## config.mk

```make
export PLATFORM = sky130hd
export DESIGN_NAME = nsq_ctrl
export DESIGN_NICKNAME = d
export VERILOG_FILES = /design/src/hdl/nsq_pkg.sv /design/src/hdl/nsq_ctrl.sv /design/src/hdl/nsq_strobe_gen.sv
export SDC_FILE = /design/constraint.sdc
export NUM_CORES = 1
export LEC_CHECK = 0
export BUFFER_PORTS_ARGS = -buffer_cell sky130_fd_sc_hd__buf_2
export CAP_MARGIN = 20
export CORE_ASPECT_RATIO = 1.1
export CORE_MARGIN = 2
export CORE_UTILIZATION = 50
export CTS_CLUSTER_SIZE = 8
export DETAILED_ROUTE_END_ITERATION = 7
export PLACE_DENSITY = 0.74
export SKIP_LAST_GASP = 1
export SLEW_MARGIN = 20
export SYNTH_ARGS = -nofsm -noshare
export SYNTH_HDL_FRONTEND = slang
export SYNTH_SLANG_ARGS = --single-unit
```

## constraint.sdc

```tcl
create_clock -name core_clk -period 5 [get_ports core_clk]
set_input_delay 0.25 -clock core_clk [delete_from_list [all_inputs] [get_ports core_clk]]
set_output_delay 0.25 -clock core_clk [all_outputs]
set_load 0.02 [all_outputs]
```

## src/hdl/nsq_pkg.sv

```systemverilog
// Package holding register map, field layout, reset values and types of the NAND strobe sequencer.
package nsq_pkg;

    // Register byte offsets on the peripheral bus.
    localparam logic [7:0]  OFF_RAW_SRC   = 8'h00; // Raw interrupt sources, read only.
    localparam logic [7:0]  OFF_IRQ_MASK  = 8'h04; // Interrupt mask, one bit per source.
    localparam logic [7:0]  OFF_IRQ_CLEAR = 8'h08; // Write-one-to-clear, write only.
    localparam logic [7:0]  OFF_TIMING    = 8'h0c; // Strobe timing and chip-select choice.

    // Number of interrupt sources, corrected-data-done at the top and transmit-empty at bit 0.
    localparam int          NUM_SRC       = 15;

    // Reset values.
    localparam logic [31:0] RST_IRQ_MASK  = 32'hffff_ffff;
    localparam logic [31:0] RST_IRQ_CLEAR = 32'h0000_0000;
    localparam logic [31:0] RST_TIMING    = 32'h0100_1000;

    // Number of external chip selects.
    localparam int          NUM_CS        = 4;

    // Core clock period in nanoseconds; every strobe count is in these cycles.
    localparam int          CLK_PERIOD_NS = 5;

    // Timing register layout, most significant field first.
    typedef struct packed {
        logic [3:0] cs_choice;            // One-hot chip-select choice.
        logic [3:0] latch_turnaround_delay; // Latch release to next latch or data strobe.
        logic [3:0] read_idle_width;      // Read strobe inactive time.
        logic [3:0] read_active_width;    // Read strobe active time.
        logic [3:0] write_idle_width;     // Write strobe inactive time.
        logic [3:0] write_to_cmd_release; // Write strobe release to latch release.
        logic [3:0] write_active_width;   // Write strobe active time.
        logic [3:0] cmd_to_write_delay;   // Latch assert to write strobe assert.
    } nsq_timing_t;

    // Bus cycle kinds asked for by the action logic.
    typedef enum logic [1:0] {
        KIND_CMD  = 2'h0,
        KIND_ADDR = 2'h1,
        KIND_WR   = 2'h2,
        KIND_RD   = 2'h3
    } nsq_kind_t;

    // Strobe sequencer states, one-hot.
    typedef enum logic [4:0] {
        ST_IDLE   = 5'h01,
        ST_SETUP  = 5'h02,
        ST_ACTIVE = 5'h04,
        ST_HOLD   = 5'h08,
        ST_GAP    = 5'h10
    } nsq_state_t;

    // Flash-side strobe bundle, all registered.
    typedef struct packed {
        logic cmd_latch;   // Command latch enable, active high.
        logic addr_latch;  // Address latch enable, active high.
        logic write_n;     // Write strobe, active low.
        logic read_strobe_n; // Read strobe, active low.
    } nsq_strobes_t;

endpackage : nsq_pkg

```

## src/hdl/nsq_ctrl.sv

```systemverilog
// NAND controller slice: interrupt source, mask, clear and timing registers, chip selects and strobes.
// What this block does
// - Writing one clears matching raw interrupt source.
// - Clear register write-only; bits 14..0 used.
// - Timing field value n lasts n+1 cycles.
// - Choice field bits 31..28 is one-hot select.
// - Non one-hot choice disables all selects.
// - Four selects, at most one active.
// - Action enable bit turns chosen select on.
// - Turnaround delay between the two latch strobes.
// - Turnaround from address latch to data strobe.
// - Read idle width between read pulses.
// - Read active width per read pulse.
// - Write idle width, resets to one.
// - Write release to command latch release.
// - Write active width per write pulse.
// - Command latch assert to write strobe assert.
// - Unmasked sources reach interrupt; mask resets ones.
module nsq_ctrl (
    input  wire logic                       core_clk,
    input  wire logic                       rst_n,
    input  wire logic                       psel,
    input  wire logic                       penable,
    input  wire logic                       pwrite,
    input  wire logic [7:0]                 paddr,
    input  wire logic [31:0]                pwdata,
    output logic      [31:0]                prdata,
    output logic                            pready,
    output logic                            pslverr,
    input  wire logic [nsq_pkg::NUM_SRC-1:0] src_evt,
    input  wire logic                       cs_on,
    input  wire logic                       cyc_req,
    input  wire nsq_pkg::nsq_kind_t         cyc_kind,
    output logic                            cyc_ready,
    output logic                            cyc_done,
    output logic      [nsq_pkg::NUM_CS-1:0] chip_sel_n,
    output nsq_pkg::nsq_strobes_t           strobes,
    output logic                            irq
);

    // Register state.
    logic [nsq_pkg::NUM_SRC-1:0] raw_r, raw_nxt;     // Sticky raw interrupt sources.
    logic [nsq_pkg::NUM_SRC-1:0] mask_r;             // One masks a source.
    nsq_pkg::nsq_timing_t        timing_r;           // Strobe timing and chip-select choice.
    logic [31:0]                 prdata_r, prdata_nxt; // Read data, valid in the access phase.
    logic                        pslverr_r;          // Error answer for unmapped offsets.
    logic                        pready_r;           // Bus ready, high once out of reset.
    logic                        irq_r;              // Registered interrupt output.
    logic [nsq_pkg::NUM_CS-1:0]  cs_n_r;             // Registered chip-select pins.

    // Bus phase decode: reads are prepared in the setup phase, writes take effect in the access phase.
    wire setup_ph  = psel && !penable;
    wire access_wr = psel && penable && pwrite;
    wire hit_raw   = (paddr == nsq_pkg::OFF_RAW_SRC);
    wire hit_mask  = (paddr == nsq_pkg::OFF_IRQ_MASK);
    wire hit_clear = (paddr == nsq_pkg::OFF_IRQ_CLEAR);
    wire hit_tim   = (paddr == nsq_pkg::OFF_TIMING);
    wire hit_any   = hit_raw || hit_mask || hit_clear || hit_tim;
    wire wr_mask   = access_wr && hit_mask;
    wire wr_clear  = access_wr && hit_clear;
    wire wr_tim    = access_wr && hit_tim;

    // Clear pattern seen this cycle; only a write can produce it, so reads have no effect.
    wire [nsq_pkg::NUM_SRC-1:0] clr_bits = wr_clear ? pwdata[nsq_pkg::NUM_SRC-1:0] : '0;

    // An event in the same cycle as its clear wins, so no event is lost.
    assign raw_nxt = (raw_r & ~clr_bits) | src_evt;

    // Interrupt pending when any unmasked source is set.
    wire irq_nxt = |(raw_r & ~mask_r);

    // Read mux; the clear register is write only and always reads zero, reserved bits read zero.
    always_comb begin
        prdata_nxt = 32'h0000_0000;
        if (hit_raw) begin
            prdata_nxt[nsq_pkg::NUM_SRC-1:0] = raw_r;
        end else if (hit_mask) begin
            prdata_nxt[nsq_pkg::NUM_SRC-1:0] = mask_r;
        end else if (hit_tim) begin
            prdata_nxt = timing_r;
        end
    end

    // Legal one-hot choice, and the select that the enable bit drives.
    wire [nsq_pkg::NUM_CS-1:0] choice = timing_r.cs_choice;
    wire choice_ok = (choice != 4'h0) && ((choice & (choice - 4'h1)) == 4'h0);
    wire [nsq_pkg::NUM_CS-1:0] cs_n_nxt;
    genvar gi;
    generate
        for (gi = 0; gi < nsq_pkg::NUM_CS; gi++) begin : g_cs
            // Only the named select follows the action enable; an illegal choice leaves all off.
            assign cs_n_nxt[gi] = !(cs_on && choice_ok && choice[gi]);
        end
    endgenerate

    // Interrupt source and mask registers.
    always_ff @(posedge core_clk or negedge rst_n) begin
        if (!rst_n) begin
            raw_r  <= '0;
            mask_r <= nsq_pkg::RST_IRQ_MASK[nsq_pkg::NUM_SRC-1:0];
        end else begin
            raw_r  <= raw_nxt;
            mask_r <= wr_mask ? pwdata[nsq_pkg::NUM_SRC-1:0] : mask_r;
        end
    end

    // Timing register; zero in the turnaround or write idle field is a software error and is not trapped.
    always_ff @(posedge core_clk or negedge rst_n) begin
        if (!rst_n) begin
            timing_r <= nsq_pkg::RST_TIMING;
        end else if (wr_tim) begin
            timing_r <= pwdata;
        end
    end

    // Bus answer flops; every access completes with no wait state.
    always_ff @(posedge core_clk or negedge rst_n) begin
        if (!rst_n) begin
            prdata_r  <= 32'h0000_0000;
            pslverr_r <= 1'b0;
            pready_r  <= 1'b0;
        end else begin
            prdata_r  <= setup_ph ? prdata_nxt : prdata_r;
            pslverr_r <= setup_ph ? !hit_any : pslverr_r;
            pready_r  <= 1'b1;
        end
    end

    // Interrupt and chip-select pin flops.
    always_ff @(posedge core_clk or negedge rst_n) begin
        if (!rst_n) begin
            irq_r  <= 1'b0;
            cs_n_r <= '1;
        end else begin
            irq_r  <= irq_nxt;
            cs_n_r <= cs_n_nxt;
        end
    end

    // Strobe sequencer shaping the latch, write and read waveforms.
    nsq_strobe_gen u_strobe (
        .core_clk (core_clk),
        .rst_n    (rst_n),
        .timing   (timing_r),
        .req      (cyc_req),
        .kind     (cyc_kind),
        .ready    (cyc_ready),
        .done     (cyc_done),
        .strobes  (strobes)
    );

    assign prdata     = prdata_r;
    assign pslverr    = pslverr_r;
    assign pready     = pready_r;
    assign irq        = irq_r;
    assign chip_sel_n = cs_n_r;

    // Checks next to the logic they guard.
    a_clear_one: assert property (
        @(posedge core_clk) disable iff (!rst_n)
        (wr_clear && pwdata[0] && !src_evt[0]) |=> !raw_r[0])
        else $error("Writing one did not clear the source.");

    a_clear_zero: assert property (
        @(posedge core_clk) disable iff (!rst_n)
        (wr_clear && !pwdata[3] && raw_r[3]) |=> raw_r[3])
        else $error("Writing zero changed a source.");

    a_set_wins: assert property (
        @(posedge core_clk) disable iff (!rst_n)
        (wr_clear && pwdata[14] && src_evt[14]) |=> raw_r[14])
        else $error("An event in the clear cycle was lost.");

    a_clear_reads_zero: assert property (
        @(posedge core_clk) disable iff (!rst_n)
        (setup_ph && !pwrite && hit_clear) |=> (prdata_r == 32'h0000_0000) && !pslverr_r)
        else $error("Clear register did not read zero.");

    a_timing_rw: assert property (
        @(posedge core_clk) disable iff (!rst_n)
        wr_tim |=> (timing_r == $past(pwdata)) ##1 1'b1)
        else $error("Timing register did not take the written value.");

    a_cs_onehot: assert property (
        @(posedge core_clk) disable iff (!rst_n)
        $onehot0(~cs_n_r))
        else $error("More than one chip select is active.");

    a_cs_illegal: assert property (
        @(posedge core_clk) disable iff (!rst_n)
        !choice_ok |=> (cs_n_r == 4'hf))
        else $error("An illegal choice left a chip select active.");

    a_cs_follows: assert property (
        @(posedge core_clk) disable iff (!rst_n)
        (cs_on && choice == 4'h4) |=> (cs_n_r == 4'hb))
        else $error("Chosen chip select did not follow the enable.");

    a_irq_masked: assert property (
        @(posedge core_clk) disable iff (!rst_n)
        ((raw_r & ~mask_r) == '0) |=> !irq_r)
        else $error("A masked source raised the interrupt.");

    c_clear_write: cover property (@(posedge core_clk) disable iff (!rst_n) wr_clear && |clr_bits);
    c_irq_seen: cover property (@(posedge core_clk) disable iff (!rst_n) $rose(irq_r));
    c_bad_choice: cover property (@(posedge core_clk) disable iff (!rst_n) cs_on && !choice_ok);

endmodule : nsq_ctrl

```

## src/hdl/nsq_strobe_gen.sv

```systemverilog
// Strobe waveform sequencer for command, address, data write and data read cycles.
module nsq_strobe_gen (
    input  wire logic                 core_clk,
    input  wire logic                 rst_n,
    input  wire nsq_pkg::nsq_timing_t timing,
    input  wire logic                 req,
    input  wire nsq_pkg::nsq_kind_t   kind,
    output logic                      ready,
    output logic                      done,
    output nsq_pkg::nsq_strobes_t     strobes
);

    nsq_pkg::nsq_state_t   state_r, state_nxt;     // Sequencer state.
    nsq_pkg::nsq_kind_t    kind_r, kind_nxt;       // Kind of the cycle in progress.
    nsq_pkg::nsq_strobes_t stb_r, stb_nxt;         // Strobe flops driven to the pins.
    logic [3:0]            cnt_r, cnt_nxt;         // Cycles left in the current phase, minus one.
    logic                  ready_r, ready_nxt;     // Idle and able to take a request.
    logic                  done_r, done_nxt;       // One-cycle end-of-cycle pulse.

    // Decode helpers.
    wire cnt_zero = (cnt_r == 4'h0);
    wire is_latch = (kind_r == nsq_pkg::KIND_CMD) || (kind_r == nsq_pkg::KIND_ADDR);
    wire is_read  = (kind_r == nsq_pkg::KIND_RD);
    wire req_latch = (kind == nsq_pkg::KIND_CMD) || (kind == nsq_pkg::KIND_ADDR);

    // Each phase is loaded with its field and ends when the count reaches zero, so a field value n lasts n+1 cycles.
    always_comb begin
        state_nxt = state_r;
        kind_nxt  = kind_r;
        stb_nxt   = stb_r;
        cnt_nxt   = cnt_zero ? 4'h0 : cnt_r - 4'h1;
        ready_nxt = ready_r;
        done_nxt  = 1'b0;
        case (state_r)
            nsq_pkg::ST_IDLE: begin
                if (req) begin
                    kind_nxt  = kind;
                    ready_nxt = 1'b0;
                    state_nxt = nsq_pkg::ST_SETUP;
                    if (req_latch) begin
                        // Latch goes active, then waits before the write strobe.
                        stb_nxt.cmd_latch  = (kind == nsq_pkg::KIND_CMD);
                        stb_nxt.addr_latch = (kind == nsq_pkg::KIND_ADDR);
                        cnt_nxt            = timing.cmd_to_write_delay;
                    end else begin
                        // Data cycles already had the latch turnaround at the end of the address cycle.
                        cnt_nxt = 4'h0;
                    end
                end
            end
            nsq_pkg::ST_SETUP: begin
                if (cnt_zero) begin
                    state_nxt = nsq_pkg::ST_ACTIVE;
                    if (is_read) begin
                        stb_nxt.read_strobe_n = 1'b0;
                        cnt_nxt               = timing.read_active_width;
                    end else begin
                        stb_nxt.write_n = 1'b0;
                        cnt_nxt         = timing.write_active_width;
                    end
                end
            end
            nsq_pkg::ST_ACTIVE: begin
                if (cnt_zero) begin
                    state_nxt             = nsq_pkg::ST_HOLD;
                    stb_nxt.write_n       = 1'b1;
                    stb_nxt.read_strobe_n = 1'b1;
                    if (is_latch) begin
                        cnt_nxt = timing.write_to_cmd_release;
                    end else if (is_read) begin
                        cnt_nxt = timing.read_idle_width;
                    end else begin
                        cnt_nxt = timing.write_idle_width;
                    end
                end
            end
            nsq_pkg::ST_HOLD: begin
                if (cnt_zero) begin
                    if (is_latch) begin
                        // Latch drops, then the turnaround guards the next latch or data strobe.
                        stb_nxt.cmd_latch  = 1'b0;
                        stb_nxt.addr_latch = 1'b0;
                        cnt_nxt            = timing.latch_turnaround_delay;
                        state_nxt          = nsq_pkg::ST_GAP;
                    end else begin
                        done_nxt  = 1'b1;
                        ready_nxt = 1'b1;
                        state_nxt = nsq_pkg::ST_IDLE;
                    end
                end
            end
            nsq_pkg::ST_GAP: begin
                if (cnt_zero) begin
                    done_nxt  = 1'b1;
                    ready_nxt = 1'b1;
                    state_nxt = nsq_pkg::ST_IDLE;
                end
            end
            default: begin
                // An illegal state returns to idle with strobes released.
                state_nxt = nsq_pkg::ST_IDLE;
                stb_nxt   = '{cmd_latch: 1'b0, addr_latch: 1'b0, write_n: 1'b1, read_strobe_n: 1'b1};
                ready_nxt = 1'b1;
            end
        endcase
    end

    // State and strobe flops.
    always_ff @(posedge core_clk or negedge rst_n) begin
        if (!rst_n) begin
            state_r <= nsq_pkg::ST_IDLE;
            kind_r  <= nsq_pkg::KIND_CMD;
            stb_r   <= '{cmd_latch: 1'b0, addr_latch: 1'b0, write_n: 1'b1, read_strobe_n: 1'b1};
            cnt_r   <= 4'h0;
            ready_r <= 1'b1;
            done_r  <= 1'b0;
        end else begin
            state_r <= state_nxt;
            kind_r  <= kind_nxt;
            stb_r   <= stb_nxt;
            cnt_r   <= cnt_nxt;
            ready_r <= ready_nxt;
            done_r  <= done_nxt;
        end
    end

    assign ready   = ready_r;
    assign done    = done_r;
    assign strobes = stb_r;

    // Width counters read only by the checks below.
    logic [4:0] wr_low_cnt;
    logic [4:0] rd_low_cnt;
    always_ff @(posedge core_clk or negedge rst_n) begin
        if (!rst_n) begin
            wr_low_cnt <= 5'h00;
            rd_low_cnt <= 5'h00;
        end else begin
            wr_low_cnt <= stb_r.write_n ? 5'h00 : wr_low_cnt + 5'h01;
            rd_low_cnt <= stb_r.read_strobe_n ? 5'h00 : rd_low_cnt + 5'h01;
        end
    end

    a_write_width: assert property (
        @(posedge core_clk) disable iff (!rst_n)
        $rose(stb_r.write_n) |-> (wr_low_cnt == {1'b0, timing.write_active_width} + 5'h01))
        else $error("Write strobe active width does not match its field.");

    a_read_width: assert property (
        @(posedge core_clk) disable iff (!rst_n)
        $rose(stb_r.read_strobe_n) |-> (rd_low_cnt == {1'b0, timing.read_active_width} + 5'h01))
        else $error("Read strobe active width does not match its field.");

    a_idle_quiet: assert property (
        @(posedge core_clk) disable iff (!rst_n)
        ready_r |-> (!stb_r.cmd_latch && !stb_r.addr_latch && stb_r.write_n && stb_r.read_strobe_n))
        else $error("Strobes are active while the sequencer is idle.");

    a_cmd_setup: assert property (
        @(posedge core_clk) disable iff (!rst_n)
        (ready_r && req && kind == nsq_pkg::KIND_CMD && timing.cmd_to_write_delay == 4'h0)
            |=> stb_r.cmd_latch && stb_r.write_n ##1 !stb_r.write_n)
        else $error("Write strobe did not follow the command latch after one cycle.");

    c_cmd_cycle: cover property (@(posedge core_clk) disable iff (!rst_n)
        $fell(stb_r.cmd_latch) ##[1:20] done_r);
    c_read_pulse: cover property (@(posedge core_clk) disable iff (!rst_n)
        $rose(stb_r.read_strobe_n));

endmodule : nsq_strobe_gen

```

# After elaboration in Yosys (flattened, before gate mapping)
# Index checks and enable logic that the tools add are counted.
# Widths: inputs -> output; s select.
dict set report classes {
  n_reduce_logical 39
  bitwise_logic 9
  add_sub_neg 2
  eq_ne 21
  mux 43
}
# cell n
set op_table {}
lappend op_table {{$mux 15} 3}
lappend op_table {{$mux 4} 10}
lappend op_table {{$mux 17} 2}
lappend op_table {{$mux 32} 1}
lappend op_table {{$and 15x15->15} 2}
lappend op_table {{$mux 5} 6}
lappend op_table {{$not 15->15} 2}
lappend op_table {{$pmux 5 s5} 1}
lappend op_table {{$eq 8x4->1 const B} 2}
lappend op_table {{$pmux 4 s4} 1}
lappend op_table {{$or 15x15->15} 1}
lappend op_table {{$reduce_and 5->1} 3}
lappend op_table {{$reduce_or 15->1} 1}
lappend op_table {{$ne 2x1->1 const B} 7}
lappend op_table {{$logic_and 1x1->1} 12}
lappend op_table {{$mux 2} 6}
lappend op_table {{$pmux 2 s3} 2}
lappend op_table {{$mux 1} 9}
lappend op_table {{$eq 8x3->1 const B} 1}
lappend op_table {{$logic_not 4->1} 2}
lappend op_table {{$logic_not 8->1} 1}
lappend op_table {{$reduce_and 4->1} 2}
lappend op_table {{$sub 4x1->4 const B} 2}
lappend op_table {{$logic_not 1->1} 6}
lappend op_table {{18 further kinds} 29}
dict set report word_totals {
  wordCells 138
  input_bits 64
  ff_bits 118
  out_inout_bits 45
}

# Logic depth before layout (Yosys ltp)
# Gate-level depths: netlist of run 1.
dict set report depth {
  word_depth 7
  depth_mapped 7
  mapped_depth_nobuf 7
}

# Modules after synthesis
# A second synthesis of run 1 with hierarchy kept.
dict set report unflattened {
  hier_cells 505
  hier_area_um2 5735.5
}
# module instances area_per_inst_um2 cells_each
set modules_own_cells {}
lappend modules_own_cells {nsq_ctrl 1 4428.0 350}
lappend modules_own_cells {nsq_strobe_gen 1 1307.5 155}

# Worst setup path before layout of run 1
# No wires, ideal clock.
dict set report synth_timing {
  path_type {reg2reg}
  start {reg u_strobe.cnt_r[0]}
  end {reg u_strobe.stb_r, in the netlist u_strobe.strobes[2]}
  path_stages_with_launch 8
  setup_ns 0.125
  slack_ns 3.134
  arrival_ns 1.741
  required_time_ns 4.875
  cell_sequence {dfrtp_1 > inv_1 > ha_1 > nor3b_1 > nor4_1 > a21oi_1 > nand3_1 > mux2_2}
}
dict set report synth_via {
  elab_chain_cells 3
}
# item line
set synth_lines {}
lappend synth_lines {{start: declaration} nsq_strobe_gen.sv:16} ;# logic [3:0] cnt_r, cnt_nxt;
lappend synth_lines {{start signal: assignment} nsq_strobe_gen.sv:121} ;# cnt_r <= cnt_nxt;
lappend synth_lines {{$logic_not 4->1} nsq_strobe_gen.sv:21} ;# wire cnt_zero = (cnt_r == 4'h0);
lappend synth_lines {{$ne 2x1->1 (no line)} n/a}
lappend synth_lines {{$reduce_and 5->1 (no line)} n/a}
lappend synth_lines {{end signal: assignment} nsq_strobe_gen.sv:113} ;# stb_r <= '{cmd_latch: 1'b0, addr_latch: 1'b0, write_n: 1'b1, read_strobe_n: 1'b1};
lappend synth_lines {{end signal: assignment} nsq_strobe_gen.sv:120} ;# stb_r <= stb_nxt;
lappend synth_lines {{end: declaration} nsq_strobe_gen.sv:15} ;# nsq_pkg::nsq_strobes_t stb_r, stb_nxt;
# No other way between the ends.
# A chain may end at the register's enable or synchronous reset.

# Final worst setup path of run 1
dict set report layout_timing {
  start {reg u_strobe.cnt_r[0]}
  end {reg u_strobe.stb_r, in the netlist u_strobe.strobes[1]}
}
dict set report layout_via {
  elab_chain_cells 3
}
# item line
set layout_lines {}
lappend layout_lines {{$logic_not 4->1 (*)} nsq_strobe_gen.sv:21}
lappend layout_lines {{$ne 2x1->1 (no line)} n/a}
lappend layout_lines {{$reduce_and 4->1 (no line) (*)} n/a}
# Mark *: on every way between the ends. The rest lies on a longest branch, timed or not.

==> impl_metrics.yaml, run 1 <==
floorplanning:
  fp-row-count: 40
  io_pins: 109
  fp.coreArea_um2: 10960
  die_area_um2: 12170
  dieWidth_um: 105.3
  die_y_um: 115.5
  start_util: 0.5154
job:
  maxCapViolCount: 0
worst_setup_path:
  cp_max_fo: 8
  reg2reg_slack_ns: 2.56
  r2r_end: "u_strobe.strobes[1]"
  crit_type: "flip-flop to flip-flop"
  worstPathRequired_ns: 5.36
  end_kind: "flip-flop"
  start_kind: "flip-flop"
  rr_startpoint: "u_strobe.cnt_r[0]"
  r2r_cells: 7
  worstPathArrival_ns: 2.79
grt:
  overflow: 0
  antenna_found_initial: 0
  grt_pass1_wl_mm: 22.03
  grt_max_degree: 74
  grt_pass1_vias: 4410
  grt.total_usage: 0.2346
timing:
  tns_ns: 0
  layout_setup_ws_ns: 2.560
  max_slew.worst_pin.slew_ns: 0.9448
  min_period_ns: 2.440
  timing_max_transition_violations_final: 0
  whs_ns: -0.03467
  skew_ns: 0.006062
  period_share: 0.4879
  setup_violations: 0
  slew_headroom: 0.3688
  fmax_mhz: 409.9
  hold_viol: 32
  rsz0062_at_grt: "no"
synth:
  ys_ff_latch: 118
  syn-cell-area_um2: 5649
  syn_area_per_cell_um2: 11.70
  synth_top_cell_by_area: "dfrtp_1"
  async_flop_share: 1.000
  netlist_top_cells_area: "dfrtp_1 (41%), dfstp_2 (12%), mux2_4 (11%)"
  yosys.cell_types.count: 50
  synth_cells: 483
  synth_edf_count: 0
  yosys_most_used_dff: "dfrtp_1"
  yosysWarnings: 0
  seq_area_frac_synth: 0.5282
  yosysTopAreaCellShare: 0.4120
  syn_nets: 549
route:
  firstDrtPassIters: 5
  ant_nets: 0
  via_per_inst: 5.652
  drtIter0Drc: 202
  drc: 0
  wire_per_inst_um: 18.05
  vias: 4239
  routed_wl_mm: 13.54
hold_path:
  min_path_type: "input port to asynchronous set/reset pin"
finish:
  drive_above_1_share: 0.3914
  nets: 656
  antenna_cells: 0
  fin_area_um2: 6899
  area_growth_syn_to_layout_pct: 22.13
  fillerInstances: 869
  final_util: 0.6295
place:
  dp_slack_ns: 2.456
  dpl-instance-area_um2: 6233
  place.gp.congestion: 0.8431
  dpl.hpwl_mm: 9.314
  portBuffers: 108
clock_network:
  clk_pin_slew_worst_paths_ns: 0.05
  clockBufferDepth: 2
  cts_tree: "done"
  clockRootBuffer: "clkbuf_16"
  ctsResizeCount: 0
  cts.sinks: 118
  cts_max_level: 4
  worstSkewPairLatency_ns: 0.41
  numCtsBuffers: 17
pwr:
  cellPowerDensity_nw_per_um2: 419.1
  ir_worst_vdd_v: 0.0002241
  power_leakage_nw: 3.329
run_status:
  status: "complete, but fails checks"
  failed_checks: "hold timing"
[kinds of logic after synthesis]
kind of cell | synth area share
simple gates | 0.1147
mux | 0.1626
flops | 0.5282
xor+xnor | 0.001551
buf+inv | 0.04053
other cells | 0.0006638
fa+ha+maj | 0.004429
compound gates | 0.1473
[registers in the layout, indices dropped and copies added (netlist names)]
signal and flops:
chip_sel_n 4, choice 4, irq 1, mask_r 15
prdata 32, pready 1, pslverr 1, raw_r 15
timing_r 28, u_strobe.cnt_r 4, u_strobe.done 1, u_strobe.kind_r 2
u_strobe.ready 1, u_strobe.state_r 5, u_strobe.strobes 4
[cells in the final DEF (no fill, tap or decap), drive strengths merged, types with 8 or more instances in the layout]
master | Yosys | routed
nand3 | 8 | 8
nor2b | 8 | 8
a21oi | 13 | 13
a22o | 17 | 17
inv | 19 | 20
o21ai | 36 | 36
mux2 | 62 | 62
a21o | 16 | 16
a22oi | 16 | 16
nor2 | 15 | 15
nand2b | 9 | 9
dfrtp | 93 | 93
dfstp | 25 | 25
buf | 9 | 110
nand2 | 55 | 55
clkbuf | 17 | 20
[worst max-delay path by stage]
stage | startpoint | cells past startpoint | slack (ns) | end
3_3_place_gp | paddr[5] | 5 | 2.51 | timing_r[1]
2_1_floorplan | u_strobe.cnt_r[0] | 7 | 3.13 | u_strobe.strobes[2]
4_1_cts | u_strobe.cnt_r[0] | 7 | 2.61 | u_strobe.strobes[1]
5_1_grt | u_strobe.cnt_r[0] | 7 | 2.44 | u_strobe.strobes[1]
3_5_place_dp | paddr[5] | 5 | 2.46 | timing_r[13]
6_report | u_strobe.cnt_r[0] | 7 | 2.56 | u_strobe.strobes[1]
[cells in the mapped netlist, types with 2 or more instances]
cell,n
buf_6,6
clkbuf_1,17
a221oi_1,5
a21oi_1,13
a22o_1,17
and2_1,2
dfstp_2,25
or2_2,2
and3_1,2
mux2_2,22
inv_1,19
dfrtp_1,93
nand3_1,8
nor2_1,15
nor4_1,5
nand2b_1,9
nor3_1,4
nand2_1,55
ha_1,2
mux2_4,40
nor3b_1,3
a22oi_1,16
o211ai_1,5
mux2i_1,7
nor2b_1,8
o221ai_1,3
or3_1,3
o22ai_1,5
a21o_1,16
o21ai_0,36
[stage by stage]
stage | instances | power (mW)
6_report | 750 | 2.891
3_3_place_gp | 714 | 1.593
4_1_cts | 750 | 2.905
5_1_grt | 750 | 3.016
2_1_floorplan | 483 | 1.454
3_5_place_dp | 714 | 1.617
[critical path, stage by stage, from the launching register on]
cell,delay (ns)
dfrtp_1,0.38
inv_1,0.13
ha_1,0.21
nor3b_1,0.78
o21ai_0,0.28
o21ai_0,0.22
o211ai_1,0.15
a21bo_2,0.23
[repair_timing]
action,CTS,global route
setup buffers,0,0
endpoints found under the hold margin,4,0
endpoints found under the setup margin,0,0
hold buffers,4,0
[where the power goes]
group          total (mW)  leakage (nW)  internal, mW  switching (mW)
Clock                1.28         0.289         0.846           0.433
Combinational       0.491          1.59         0.206           0.285
Sequential           1.12          1.45          1.03          0.0940
[cell type report]
class | instances | area (um^2) | share of cell area
clock buffers | 20 | 446.7 | 0.06474
clock inverters | 12 | 176.4 | 0.02557
inverters | 19 | 71.32 | 0.01034
multi-input cells | 320 | 2439 | 0.3535
flip-flops and latches | 118 | 2984 | 0.4325
well taps | 147 | 183.9 | 0.02666
repair buffers | 114 | 598.1 | 0.08669
[per-layer routing]
metal  share of wire  track usage
met1            0.42       0.3004
met2            0.50       0.3862
met3           0.056      0.05512
met4           0.018      0.09867
met5               0            0
Power figures use the tool's default switching activity.
==> run 2: changes to the inputs <==
PLACE_DENSITY = 0.77   (was 0.74)
clock period = 1.95 ns   (was 5 ns; I/O delays follow)
==> run 2 against run 1 <==
  * Via count up 7.3%
  * Wire length up 5.2%
  * Sequential share of layout area down 3.8 points
  * The flow now finishes without violations
  * Clock power rose to 2.5 times the previous value
  * Largest power group unchanged
  * Global-route usage up 0.92 points
  * Sequential power rose to 2.5 times the previous value
  * Worst hold slack better by 0.057 ns
  * Sequential cell count unchanged
  * Core utilization up 6.1 points
  * Largest cell class unchanged
==> impl_metrics.yaml, run 2 (synthesis results as in run 1) <==
floorplanning:
  die_area_um2: 12170
  fp.coreArea_um2: 10960
  die_y_um: 115.5
  io_pins: 109
  dieWidth_um: 105.3
  start_util: 0.5154
  fp-row-count: 40
finish:
  nets: 722
  drive_above_1_share: 0.3812
  fillerInstances: 766
  stdcell_count: 816
  final_util: 0.6903
  area_growth_syn_to_layout_pct: 33.93
  final_common_cell: "buf_2"
  final_cell_mix: "buf_2 (107), dfrtp_1 (93), nand2_1 (54), dlygate4sd3_1 (54), mux2_4 (40)"
  antenna_cells: 0
  largest_reg_flops: 32
route:
  routed_wl_mm: 14.24
  firstDrtPassIters: 5
  wl_met3_um: 794
  wire_per_inst_um: 17.45
  drtIter0Drc: 246
  top_layer_used: "met4"
  routed-wl-met2_mm: 7.180
  ant_nets: 0
  vias: 4550
  m1WireLength_mm: 5.977
  via_per_inst: 5.576
  drc: 0
pwr:
  cellPowerDensity_nw_per_um2: 1002
  power_leakage_nw: 3.643
  ir_worst_vdd_v: 0.0006684
place:
  dpl.hpwl_mm: 9.475
  place.gp.congestion: 0.8354
  portBuffers: 108
  place_inst: 728
job:
  maxCapViolCount: 0
timing:
  timing_max_transition_violations_final: 0
  max_slew.worst_pin.slew_ns: 0.7413
  skew_ns: 0.01698
  period_share: 0.9668
  setup_violations: 0
  fmax_mhz: 530.4
  min_period_ns: 1.885
  hold_viol: 0
  whs_ns: 0.02231
  slew_headroom: 0.5040
  tns_ns: 0
  rsz0062_at_grt: "no"
clock_network:
  clockRootBuffer: "clkbuf_16"
  cts_max_level: 4
  clk_pin_slew_worst_paths_ns: 0.06
  cts_tree: "done"
  worstSkewPairLatency_ns: 0.42
  clockBufferDepth: 2
  cts.sinks: 118
  numCtsBuffers: 17
grt:
  grt_pass1_vias: 4597
  grt_max_degree: 50
  antenna_found_initial: 0
  grt.total_usage: 0.2437
  overflow: 0
  grt_pass1_wl_mm: 22.79
hold_path:
  whs_path_depth: 2
  min_path_type: "input port to flip-flop"
worst_setup_path:
  crit_type: "input port to flip-flop"
  setup.worst_path.end: "raw_r[7]"
  end_kind: "flip-flop"
  worstPathArrival_ns: 2.18
  worstPathRequired_ns: 2.25
  crit_start: "paddr[5]"
  reg2reg_slack_ns: 0.09
  r2r_end: "u_strobe.cnt_r[2]"
  rr_startpoint: "u_strobe.state_r[2]"
  r2r_cells: 5
  start_kind: "input port"
  cp_max_fo: 3
run_status:
  status: "finished, final reports clean"
## run 2: cell count changes in the layout (fill, tap and decap cells not counted), sizes merged
cell and change:
clkinvlp -5, clkinv +6, buf +16, dlygate4sd3 +50, inv -1
## run 2: through the flow
step / setup slack, ns / cell area (um^2) / power, mW
after floorplan: 0.08403 / 5649 / 3.729
after global placement: 0.07588 / 6376 / 4.174
after detailed placement: 0.03969 / 6376 / 4.227
after CTS: 0.01123 / 7537 / 7.571
after global routing: 0.007717 / 7566 / 7.932
final: 0.06480 / 7566 / 7.583
## run 2: metal layers
metal  track usage  up-vias
li1              -     2093
met1        0.3079     2242
met2        0.4082      187
met3       0.06355       28
met4       0.08978        0
met5             0        -
## run 2: worst max-delay path, stage by stage
cell           delay [ns]
buf_2                0.10
or4_4                0.53
nor3_4               0.20
and4b_1              0.30
buf_4                0.14
nand2_1              0.06
a21o_1               0.19
dlygate4sd3_1        0.56
## run 2: area by class of cell
cell class / instances / area, um^2 / area share
Clock buffer: 20 / 436.7 / 0.05771
Timing Repair Buffer: 180 / 1256 / 0.1660
Tap cell: 147 / 183.9 / 0.02431
Sequential cell: 118 / 2984 / 0.3944
Inverter: 19 / 71.32 / 0.009426
Clock inverter: 12 / 178.9 / 0.02365
Multi-Input combinational cell: 320 / 2455 / 0.3245
## run 2: repair_timing
action | CTS | global route
pin swaps | 0 | 2
endpoints found under the setup margin | 1 | 12
hold endpoints to repair | 99 | 0
hold buffers | 54 | 0
buffers inserted | 0 | 1
gates resized for setup | 2 | 5
## run 2: where the power goes
| group | internal [mW] | switching (mW) | leakage [nW] |
|---|---|---|---|
| clock | 2.14 | 1.12 | 0.302 |
| combinational | 0.681 | 0.806 | 1.89 |
| sequential | 2.63 | 0.205 | 1.45 |
## run 2: worst min path at each step
stage	endpoint	startpoint	slack, ns
floorplan	choice[0]	rst_n	-0.20
global placement	prdata[13]	rst_n	0.08
detailed placement	prdata[13]	rst_n	0.09
CTS	u_strobe.kind_r[1]	cyc_kind[1]	0.02
global route	u_strobe.kind_r[1]	cyc_kind[1]	0.03
finish	u_strobe.kind_r[1]	cyc_kind[1]	0.02
